<file path="src/ilc_pkg.sv">
// constants and carrier types for the indicator light controller
package ilc_pkg;

  // ---------------------------------------------------------------
  // clock and blink timing
  // ---------------------------------------------------------------
  localparam int unsigned CLK_HZ        = 100_000_000;
  localparam int unsigned MS_CYCLES     = CLK_HZ / 1000;
  localparam int unsigned BLINK_MS_20HZ = 50;
  localparam int unsigned BLINK_MS_10HZ = 100;
  localparam int unsigned BLINK_MS_5HZ  = 200;
  localparam int unsigned BLINK_MS_2HZ  = 500;
  // half a blink period, in clock cycles
  localparam int unsigned HALF_20HZ = BLINK_MS_20HZ * MS_CYCLES / 2;
  localparam int unsigned HALF_10HZ = BLINK_MS_10HZ * MS_CYCLES / 2;
  localparam int unsigned HALF_5HZ  = BLINK_MS_5HZ * MS_CYCLES / 2;
  localparam int unsigned HALF_2HZ  = BLINK_MS_2HZ * MS_CYCLES / 2;

  // ---------------------------------------------------------------
  // register map (printed index, byte address is four times it)
  // ---------------------------------------------------------------
  localparam logic [29:0] IDX_CFG  = 30'h460;
  localparam logic [29:0] IDX_STS  = 30'h001;
  localparam logic [31:0] ADDR_CFG = {IDX_CFG, 2'b00};
  localparam logic [31:0] ADDR_STS = {IDX_STS, 2'b00};

  // configuration fields
  localparam logic [15:0] CFG_RESET = 16'h2610;
  localparam int unsigned RATE_LSB  = 12;
  localparam int unsigned SEL_W     = 4;
  localparam int unsigned N_IND     = 3;

  // status register bits
  localparam int unsigned STS_LINK = 0;
  localparam int unsigned STS_LOST = 1;
  localparam int unsigned STS_PRBS = 2;

  // ---------------------------------------------------------------
  // indicator source codes
  // ---------------------------------------------------------------
  localparam logic [3:0] SRC_LINK      = 4'h0;
  localparam logic [3:0] SRC_LINK_ACT  = 4'h1;
  localparam logic [3:0] SRC_LINK_TX   = 4'h2;
  localparam logic [3:0] SRC_MASTER    = 4'h4;
  localparam logic [3:0] SRC_SLAVE     = 4'h5;
  localparam logic [3:0] SRC_ACT       = 4'h6;
  localparam logic [3:0] SRC_LOST      = 4'h9;
  localparam logic [3:0] SRC_PRBS      = 4'ha;

  // internal phy conditions that feed the indicators
  typedef struct packed {
    logic link_up;
    logic tx_act;
    logic rx_act;
    logic master;
    logic prbs_err;
    logic prbs_cnt_clr;
  } ilc_phy_t;

endpackage

</file>
<file path="src/ilc_top.sv">
// indicator light controller with ahb-lite register slave
//
// Design decision made here: the AHB-Lite register port.
`timescale 1ns/10ps
`default_nettype none

// Notes on behaviour
// - blink rate field 13:12, reset 5 Hz
// - bits 3:0 select source of indicator a
// - bits 7:4 select source of indicator b
// - bits 11:8 select source of indicator c
// - 0000 link up; 0001 link plus activity
// - 0010 link up plus transmit activity
// - 0100 link up in master role
// - 0101 link up in slave role
// - 0110 activity regardless of link state
// - 1001 link lost, held until status read
// - 1010 prbs error, even single error
// - prbs indication held until counter cleared
module ilc_top
#(
  parameter int unsigned HALF_R0 = ilc_pkg::HALF_20HZ,
  parameter int unsigned HALF_R1 = ilc_pkg::HALF_10HZ,
  parameter int unsigned HALF_R2 = ilc_pkg::HALF_5HZ,
  parameter int unsigned HALF_R3 = ilc_pkg::HALF_2HZ
)
(
  input  wire logic             CLK_SYS,
  input  wire logic             RST_B,
  input  wire logic             HSEL,
  input  wire logic [31:0]      HADDR,
  input  wire logic [1:0]       HTRANS,
  input  wire logic             HWRITE,
  input  wire logic [2:0]       HSIZE,
  input  wire logic [31:0]      HWDATA,
  input  wire logic             HREADY,
  input  wire ilc_pkg::ilc_phy_t PHY_STAT,
  output logic      [31:0]      HRDATA,
  output logic                  HREADYOUT,
  output logic                  HRESP,
  output logic                  IND_OUT_A,
  output logic                  IND_OUT_B,
  output logic                  IND_OUT_C
);
  import ilc_pkg::*;

  logic [15:0]      cfg_r;
  logic             wr_cfg_r;
  logic             addr_ok;
  logic             rd_sts;
  logic             link_prev_r;
  logic             link_lost_r;
  logic             prbs_lat_r;
  logic [31:0]      cnt_r;
  logic [31:0]      half_lim;
  logic             tick;
  logic             phase_r;
  logic [N_IND-1:0] ind_r;
  logic [N_IND-1:0] ind_nxt;
  logic [3:0]       sel_w [N_IND];
  logic [31:0]      rdata_nxt;

  // ---------------------------------------------------------------
  // ahb-lite slave, zero wait states
  // ---------------------------------------------------------------

  // a valid address phase; only whole-word singles are expected
  assign addr_ok = HSEL & HREADY & HTRANS[1];
  assign rd_sts  = addr_ok & ~HWRITE & (HADDR == ADDR_STS);

  // remember a configuration write for its data phase
  always_ff @(posedge CLK_SYS)
  begin
    if (!RST_B)
      wr_cfg_r <= 1'b0;
    else
      wr_cfg_r <= addr_ok & HWRITE & (HADDR == ADDR_CFG);
  end

  // configuration register, written in the data phase
  always_ff @(posedge CLK_SYS)
  begin
    if (!RST_B)
      cfg_r <= CFG_RESET;
    else if (wr_cfg_r)
      cfg_r <= HWDATA[15:0];
  end

  // read data mux; unmapped addresses read zero
  always_comb
  begin
    rdata_nxt = 32'h0;
    if (HADDR == ADDR_CFG)
      rdata_nxt = {16'h0, cfg_r};
    else if (HADDR == ADDR_STS)
    begin
      rdata_nxt[STS_LINK] = PHY_STAT.link_up;
      rdata_nxt[STS_LOST] = link_lost_r;
      rdata_nxt[STS_PRBS] = prbs_lat_r;
    end
  end

  // read data is launched from the address phase
  always_ff @(posedge CLK_SYS)
  begin
    if (!RST_B)
      HRDATA <= 32'h0;
    else if (addr_ok & ~HWRITE)
      HRDATA <= rdata_nxt;
    else
      HRDATA <= 32'h0;
  end

  // low in reset, then always ready; always okay
  always_ff @(posedge CLK_SYS)
  begin
    if (!RST_B)
    begin
      HREADYOUT <= 1'b0;
      HRESP     <= 1'b0;
    end
    else
    begin
      HREADYOUT <= 1'b1;
      HRESP     <= 1'b0;
    end
  end

  // ---------------------------------------------------------------
  // latched conditions
  // ---------------------------------------------------------------

  // link-lost latch: set on a falling link, cleared by a status read
  always_ff @(posedge CLK_SYS)
  begin
    if (!RST_B)
    begin
      link_prev_r <= 1'b0;
      link_lost_r <= 1'b0;
    end
    else
    begin
      link_prev_r <= PHY_STAT.link_up;
      if (link_prev_r & ~PHY_STAT.link_up)
        link_lost_r <= 1'b1;
      else if (rd_sts)
        link_lost_r <= 1'b0;
    end
  end

  // prbs error latch: one error sets it, counter clear drops it
  always_ff @(posedge CLK_SYS)
  begin
    if (!RST_B)
      prbs_lat_r <= 1'b0;
    else if (PHY_STAT.prbs_err)
      prbs_lat_r <= 1'b1;
    else if (PHY_STAT.prbs_cnt_clr)
      prbs_lat_r <= 1'b0;
  end

  // ---------------------------------------------------------------
  // blink divider
  // ---------------------------------------------------------------

  // half period chosen by the rate field
  always_comb
  begin
    unique case (cfg_r[RATE_LSB +: 2])
      2'b00: half_lim = 32'(HALF_R0);
      2'b01: half_lim = 32'(HALF_R1);
      2'b10: half_lim = 32'(HALF_R2);
      2'b11: half_lim = 32'(HALF_R3);
    endcase
  end

  // a rate change that lowers the limit wraps at once
  assign tick = (cnt_r >= half_lim - 32'h1);

  always_ff @(posedge CLK_SYS)
  begin
    if (!RST_B)
      cnt_r <= 32'h0;
    else if (tick)
      cnt_r <= 32'h0;
    else
      cnt_r <= cnt_r + 32'h1;
  end

  // blink phase toggles once per half period
  always_ff @(posedge CLK_SYS)
  begin
    if (!RST_B)
      phase_r <= 1'b0;
    else if (tick)
      phase_r <= ~phase_r;
  end

  // ---------------------------------------------------------------
  // source decode
  // ---------------------------------------------------------------

  // level of one indicator for a given source code
  function automatic logic src_level(
    input logic [3:0] sel,
    input ilc_phy_t   p,
    input logic       lost,
    input logic       prbs,
    input logic       ph
  );
    logic act;
    logic lvl;
    act = p.tx_act | p.rx_act;
    lvl = 1'b0;
    case (sel)
      SRC_LINK:     lvl = p.link_up;
      SRC_LINK_ACT: lvl = p.link_up & (act ? ph : 1'b1);
      SRC_LINK_TX:  lvl = p.link_up & (p.tx_act ? ph : 1'b1);
      SRC_MASTER:   lvl = p.link_up & p.master;
      SRC_SLAVE:    lvl = p.link_up & ~p.master;
      SRC_ACT:      lvl = act & ph;
      SRC_LOST:     lvl = lost;
      SRC_PRBS:     lvl = prbs | p.prbs_err;
      default:      lvl = 1'b0;
    endcase
    return lvl;
  endfunction

  // one selector and one registered output per indicator
  generate
    for (genvar k = 0; k < N_IND; k++)
    begin : g_ind
      assign sel_w[k]   = cfg_r[k*SEL_W +: SEL_W];
      assign ind_nxt[k] = src_level(sel_w[k], PHY_STAT, link_lost_r,
                                    prbs_lat_r, phase_r);
      always_ff @(posedge CLK_SYS)
      begin
        if (!RST_B)
          ind_r[k] <= 1'b0;
        else
          ind_r[k] <= ind_nxt[k];
      end
    end
  endgenerate

  // fixed field placement for b and c
  assign IND_OUT_A = ind_r[0];
  assign IND_OUT_B = ind_r[1];
  assign IND_OUT_C = ind_r[2];

  // ---------------------------------------------------------------
  // assertions
  // ---------------------------------------------------------------

  a_cfg_reset_val: assert property (
    @(posedge CLK_SYS) !RST_B |=> (cfg_r[13:12] == 2'b10) &&
      (sel_w[0] == 4'h0) && (sel_w[1] == 4'h1) && (sel_w[2] == 4'h6))
    else $error("configuration reset value wrong");

  a_sel_b_field: assert property (
    @(posedge CLK_SYS) disable iff (!RST_B)
    wr_cfg_r |=> sel_w[1] == $past(HWDATA[7:4]))
    else $error("indicator b selector not taken from bits 7:4");

  a_sel_c_field: assert property (
    @(posedge CLK_SYS) disable iff (!RST_B)
    wr_cfg_r |=> sel_w[2] == $past(HWDATA[11:8]))
    else $error("indicator c selector not taken from bits 11:8");

  a_link_only_a: assert property (
    @(posedge CLK_SYS) disable iff (!RST_B)
    sel_w[0] == SRC_LINK |=> IND_OUT_A == $past(PHY_STAT.link_up))
    else $error("link source does not follow link");

  a_tx_needs_link: assert property (
    @(posedge CLK_SYS) disable iff (!RST_B)
    (sel_w[0] == SRC_LINK_TX) && !PHY_STAT.link_up |=> !IND_OUT_A)
    else $error("transmit source lit without link");

  a_master_role: assert property (
    @(posedge CLK_SYS) disable iff (!RST_B)
    (sel_w[0] == SRC_MASTER) |=>
      IND_OUT_A == $past(PHY_STAT.link_up & PHY_STAT.master))
    else $error("master source wrong");

  a_slave_role: assert property (
    @(posedge CLK_SYS) disable iff (!RST_B)
    (sel_w[0] == SRC_SLAVE) |=>
      IND_OUT_A == $past(PHY_STAT.link_up & ~PHY_STAT.master))
    else $error("slave source wrong");

  a_act_idle_off: assert property (
    @(posedge CLK_SYS) disable iff (!RST_B)
    (sel_w[0] == SRC_ACT) && !PHY_STAT.tx_act && !PHY_STAT.rx_act
      |=> !IND_OUT_A)
    else $error("activity source lit while idle");

  a_lost_hold: assert property (
    @(posedge CLK_SYS) disable iff (!RST_B)
    link_lost_r && !rd_sts |=> link_lost_r)
    else $error("link-lost latch dropped without status read");

  a_lost_set: assert property (
    @(posedge CLK_SYS) disable iff (!RST_B)
    link_prev_r && !PHY_STAT.link_up |=> link_lost_r)
    else $error("link loss not latched");

  a_prbs_single: assert property (
    @(posedge CLK_SYS) disable iff (!RST_B)
    (sel_w[0] == SRC_PRBS) && PHY_STAT.prbs_err |=> IND_OUT_A)
    else $error("single prbs error not shown");

  a_prbs_hold: assert property (
    @(posedge CLK_SYS) disable iff (!RST_B)
    prbs_lat_r && !PHY_STAT.prbs_cnt_clr |=> prbs_lat_r)
    else $error("prbs latch dropped before counter clear");

  a_rsvd_off: assert property (
    @(posedge CLK_SYS) disable iff (!RST_B)
    (sel_w[0] inside {4'h3, 4'h7, 4'h8, [4'hb:4'hf]}) |=> !IND_OUT_A)
    else $error("reserved source drives indicator");

  a_blink_tick: assert property (
    @(posedge CLK_SYS) disable iff (!RST_B)
    $changed(phase_r) |-> $past(tick) && (cnt_r == 32'h0))
    else $error("blink phase moved without divider tick");

endmodule

`default_nettype wire

</file>
<file path="config.mk">
export PLATFORM = sky130hd
export DESIGN_NAME = ilc_top
export DESIGN_NICKNAME = d
export VERILOG_FILES = /design/src/ilc_pkg.sv /design/src/ilc_top.sv
export SDC_FILE = /design/constraint.sdc
export NUM_CORES = 1
export LEC_CHECK = 0
export BUFFER_PORTS_ARGS = -buffer_cell sky130_fd_sc_hd__buf_2
export CAP_MARGIN = 10
export CELL_PAD_IN_SITES_DETAIL_PLACEMENT = 1
export CELL_PAD_IN_SITES_GLOBAL_PLACEMENT = 2
export CORE_ASPECT_RATIO = 1.25
export CORE_UTILIZATION = 30
export DETAILED_ROUTE_END_ITERATION = 16
export HOLD_SLACK_MARGIN = 0.03
export PLACE_DENSITY = 0.9
export SYNTH_ARGS = -nofsm -noshare
export SYNTH_HDL_FRONTEND = slang
export SYNTH_SLANG_ARGS = --single-unit
</file>
<file path="constraint.sdc">
create_clock -name CLK_SYS -period 3.3 [get_ports CLK_SYS]
set_input_delay 0.495 -clock CLK_SYS [delete_from_list [all_inputs] [get_ports CLK_SYS]]
set_output_delay 0.495 -clock CLK_SYS [all_outputs]
set_load 0.005 [all_outputs]
</file>
== Word-level counts from Yosys, hierarchy flattened ==
Index checks and enable logic that the tools add are counted.

* Input bits: 80
* Register bits after elaboration: 89
* Logic and storage cells: 83
* Output and inout bits: 37

* Bitwise gates (word level): 19
* Muxes and demuxes: 13
* Order comparisons: 1
* Add/subtract/negate cells: 2
* Equal/unequal tests: 26
* Reduce and logical (&&, ||, !) cells: 9

{| class="wikitable"
|+ Operators by type and width
! kind !! number
|-
| $pmux 32 s4 || 1
|-
| $eq 4x3->1 const B || 9
|-
| $add 32x1->32 const B || 1
|-
| $eq 32x13->1 const B || 1
|-
| $eq 32x3->1 const B || 1
|-
| $ge 32x32->1 || 1
|-
| $sub 32x1->32 const B || 1
|-
| $eq 4x4->1 const B || 6
|-
| $pmux 1 s8 || 3
|-
| $and 1x1->1 || 12
|-
| $eq 4x1->1 const B || 3
|-
| $eq 4x2->1 const B || 3
|-
| $logic_not 4->1 || 3
|-
| $mux 1 || 7
|-
| $mux 3 || 2
|-
| $not 1->1 || 5
|-
| $eq 2x2->1 const B || 2
|-
| $reduce_bool 2->1 || 2
|-
| $reduce_and 3->1 || 1
|-
| $eq 2x1->1 const B || 1
|-
| $logic_not 2->1 || 1
|-
| $or 1x1->1 || 2
|-
| $reduce_and 2->1 || 1
|-
| $reduce_or 2->1 || 1
|}

== Logic depth before layout (Yosys ltp) ==
* Depth in word-level cells: 6
* Mapped depth: 11
* Gate-level depth less buffers: 10

== Least setup slack after synthesis ==
No wires, ideal clock.

* Path type: reg2reg
* Start point: reg cfg_r[12]
* End point: reg cnt_r[9]
* Library setup time: 0.116 ns
* Path slack: 0.572 ns
* Path buffers: 0
* Cell stages (with the launch flop): 10
* Required time: 3.184 ns
* Clock period less this slack: 2.728 ns
* Data arrival time: 2.612 ns
* Cell sequence: dfxtp_1 inv_1 ha_1 or4_1 ha_1 nand4_1 nor4_1 inv_1 o2111ai_4 and2b_2

* Cells in the longest elaborated chain, start to end: 5
* Elaborated cells on any way between the ends: 8
* Those cells by class: 1 x add/sub; 1 x order compare; 3 x eq/ne; 1 x mux; 2 x reduce/logical

{| class="wikitable"
|+ RTL lines
! item !! RTL line !! RTL
|-
| start, declared || ilc_top.sv:47 || <nowiki>logic [15:0] cfg_r;</nowiki>
|-
| start signal, assigned || ilc_top.sv:86 || <nowiki>cfg_r <= HWDATA[15:0];</nowiki>
|-
| $eq 2x2->1, or another cell as far along || ilc_top.sv:169 || <nowiki>unique case (cfg_r[RATE_LSB +: 2])</nowiki>
|-
| $pmux 32 s4 * || ilc_top.sv:169 ||
|-
| $sub 32x1->32 * || ilc_top.sv:178 || <nowiki>assign tick = (cnt_r >= half_lim - 32'h1);</nowiki>
|-
| $ge 32x32->1 * || ilc_top.sv:178 ||
|-
| $reduce_or 2->1 (no source line) * || n/a ||
|-
| end signal, assigned || ilc_top.sv:187 || <nowiki>cnt_r <= cnt_r + 32'h1;</nowiki>
|-
| end, declared || ilc_top.sv:54 || <nowiki>logic [31:0] cnt_r;</nowiki>
|}

Mark *: on every way between the ends. The rest lies on a longest branch, timed or not. The select of a mux whose other input is x is not followed.
A chain may end at the register's enable or synchronous reset.

== Final worst setup path ==
* Start point: reg cfg_r[12]
* End point: reg cnt_r[4]

Same word-level chain as after synthesis.

==> impl_metrics.csv <==
group,metric,value,unit
outcome,status,"finished clean",
pwr,p_sw,424,µW
pwr,p_int,1.67,mW
global_route,grt_pass1_vias,3280,
timing,relSlewSlack,0.344,
floorplan,fp-row-count,45,
job,max_cap_violations,0,
cts,clock_path_buffers,2,
placed_design,dp_hpwl,7200,µm
min_path,min_path_type,"in2reg",
worst_setup_path,rr_worst_depth,10,
floorplan,num_io_pins,117,
global_route,grt_pass1_wl,15600,µm
worst_setup_path,cp_max_fo,9,
cts,cts_resized,0,
logic_synthesis,synth-compound-area-share,0.110,
floorplan,dieArea,0.0129,mm²
logic_synthesis,synth_edf_count,0,
layout,final_util,0.380,
logic_synthesis,yosysSeqAreaShare,0.390,
logic_synthesis,async_reset_ff_frac,0,
logic_synthesis,synth-simple-area-share,0.236,
global_route,antenna_found_initial,0,
pwr,power_density,453,mW/mm²
detailed_routing,wl_per_cell,14.0,µm
logic_synthesis,ys_warn_count,0,
cts,cts_tree,"built",
logic_synthesis,synthAdderAreaFrac,0.0969,
detailed_routing,drc,0,
cts,clockRootBuffer,"clkbuf_16",
logic_synthesis,synth_xor_area_frac,0.0561,
logic_synthesis,yosysTopAreaCell,"dfxtp_1",
worst_setup_path,r2r_start,"cfg_r[12]",
pwr,swShare,0.202,
cts,numCtsBuffers,9,
cts,path_clk_slew,0.06,ns
worst_setup_path,critPathRequiredTime,3.53,ns
detailed_routing,vias,3112,
worst_setup_path,rr_endpoint,"cnt_r[4]",
min_path,worstHoldPathCells,3,
cts,postCtsHoldBufs,0,
timing,tightest_slew,0.982,ns
worst_setup_path,regToRegSetupSlack,0.28,ns
logic_synthesis,synth_cells,403,
worst_setup_path,worst-endpoint-arrival,3.24,ns
logic_synthesis,ys_seq_elements,73,
logic_synthesis,synthMuxAreaShare,0.0428,
global_route,overflow,0,
logic_synthesis,ys.flop_type,"dfxtp_1",
logic_synthesis,synth_area_leaders,"dfxtp_1 39%, ha_1 9.7%, mux2i_1 4.3%",
timing,setup_viol,0,
detailed_routing,firstDrtPassIters,4,
timing,setup_tns,0,ns
layout,mostFrequentLayoutCells,"79 x buf_2, 73 x dfxtp_1, 29 x ha_1",
worst_setup_path,critPathKind,"reg2reg",
logic_synthesis,netlist_area,0.00374,mm²
floorplan,design.core.area,0.0122,mm²
worst_setup_path,end_kind,"flop",
pwr,p_clk_frac,0.534,
timing,rsz0062_at_grt,"no",
cts,cts_setup_buffers,0,
timing,finalCritPeriodShare,0.914,
pwr,p_leak,1.88,nW
min_path,min-delay-start,"HWDATA[4]",
timing,finalMaxSlewViolations,0,
cts,htreeDepth,3,
cts,numClockSinks,73,
detailed_routing,first_iter_violations,65,
detailed_routing,vias_per_cell,4.74,
pwr,comb_power_share,0.039,
worst_setup_path,critPathLaunch,"cfg_r[12]",
detailed_routing,wirelength,9210,µm
detailed_routing,drtAntennaViolNets,0,
layout,largest_register_ffs,32,
timing,fin_skew,0.00456,ns
timing,fmax,0.331,GHz
placed_design,io_buffers,79,
placed_design,finalWeightedCongestion,0.761,
cts,clkLatencyLatePin,0.33,ns
layout,final_nets,597,
layout,layout_commonest_cell,"buf_2",
global_route,grt_max_degree,28,
logic_synthesis,synth_top_family_by_area,"simple AND/OR/NAND/NOR gates",
min_path,min_to,"cfg_r[4]",
timing,hold_slack,0.375,ns
logic_synthesis,syn_avg_cell_area,9.29,µm²
layout,antennaDiodeCount,0,
layout,largest-register,"cnt_r",
worst_setup_path,setup.worst_path.start_class,"flop",
floorplan,initial_utilization,0.308,
global_route,grt.total_usage,0.155,
floorplan,die_w,102,µm
layout,synthToLayoutAreaGrowth,23.6,%
pwr,seq_power_share,0.427,
logic_synthesis,synth_top_area_frac,0.390,
logic_synthesis,synth_cell_types,51,
layout,top_regs,"cnt_r (32), HRDATA (16), cfg_r (16)",
floorplan,die_h,127,µm
timing,period_minus_slack,3.02,ns
timing,finalHoldViolCount,0,
layout,drive_gt1_frac,0.233,
pwr,ir_worst_vdd,0.000242,V
metal layers:
| metal | share of wire | global-route usage |
|---|---|---|
| met1 | 0.40 | 0.169 |
| met2 | 0.54 | 0.281 |
| met3 | 0.032 | 0.0320 |
| met4 | 0.027 | 0.0739 |
| met5 | 0 | 0 |
stage by stage:
| step | instance area, µm² | setup WS (ns) | std cells | power (mW) |
|---|---|---|---|---|
| final | 4630 | 0.283 | 657 | 2.10 |
| after global routing | 4630 | 0.0184 | 657 | 2.17 |
| after CTS | 4610 | 0.114 | 657 | 2.12 |
| after detailed placement | 4270 | 0.135 | 641 | 0.997 |
| after global placement | 4270 | 0.208 | 641 | 0.994 |
| after floorplan | 3820 | 0.572 | 424 | 0.962 |
synthesized netlist by cell type (all sizes together) (6+ instances only):
library cell / number
nor4: 13
and3: 6
nor2b: 14
nand3: 11
xor2: 6
nand2: 22
nand4: 9
buf: 21
ha: 29
nor3: 11
inv: 17
and2: 13
dfxtp: 73
clkbuf: 8
o21ai: 14
a21oi: 10
mux2i: 16
xnor2: 18
nor2: 37
cell families after synthesis:
kind of cell	Yosys count
AOI/OAI and AO/OA	56
xor gates and xnor gates	24
adders and majority gates	29
buffers and inverters	46
DFF	73
muxes	16
other	1
and+or+nand+nor	158
power groups by stage:
stage | Sequential, mW | Clock [mW] | Combinational [mW]
floorplan | 0.914 | 0 | 0.0485
global placement | 0.915 | 0 | 0.0794
detailed placement | 0.915 | 0 | 0.0817
CTS | 0.895 | 1.15 | 0.0823
global route | 0.896 | 1.18 | 0.0913
finish | 0.895 | 1.12 | 0.0819
worst max-delay path by stage:
stage | endpoint | slack, ns
after floorplan | cnt_r[9] | 0.57
after global routing | cnt_r[6] | 0.02
after global placement | cnt_r[5] | 0.21
after CTS | cnt_r[4] | 0.11
final | cnt_r[4] | 0.28
after detailed placement | cnt_r[4] | 0.14
final cells by class:
cell class	count	area, µm²
fillers	1486	7530
multi-input cells	305	2120
flip-flops and latches	73	1460
repair buffers	82	430
clock buffers	9	225
well taps	164	205
clock inverters	7	118
inverters	17	63.8
critical path: stages (launching register included):
cell       delay [ns]
dfxtp_1          0.42
inv_1            0.14
ha_1             0.24
or4_1            0.54
ha_1             0.34
nand4_1          0.21
nor4_4           0.35
inv_1            0.13
o2111ai_4        0.25
buf_4            0.22
nor2_1           0.06
No activity file was read; power rests on OpenSTA's default activity.
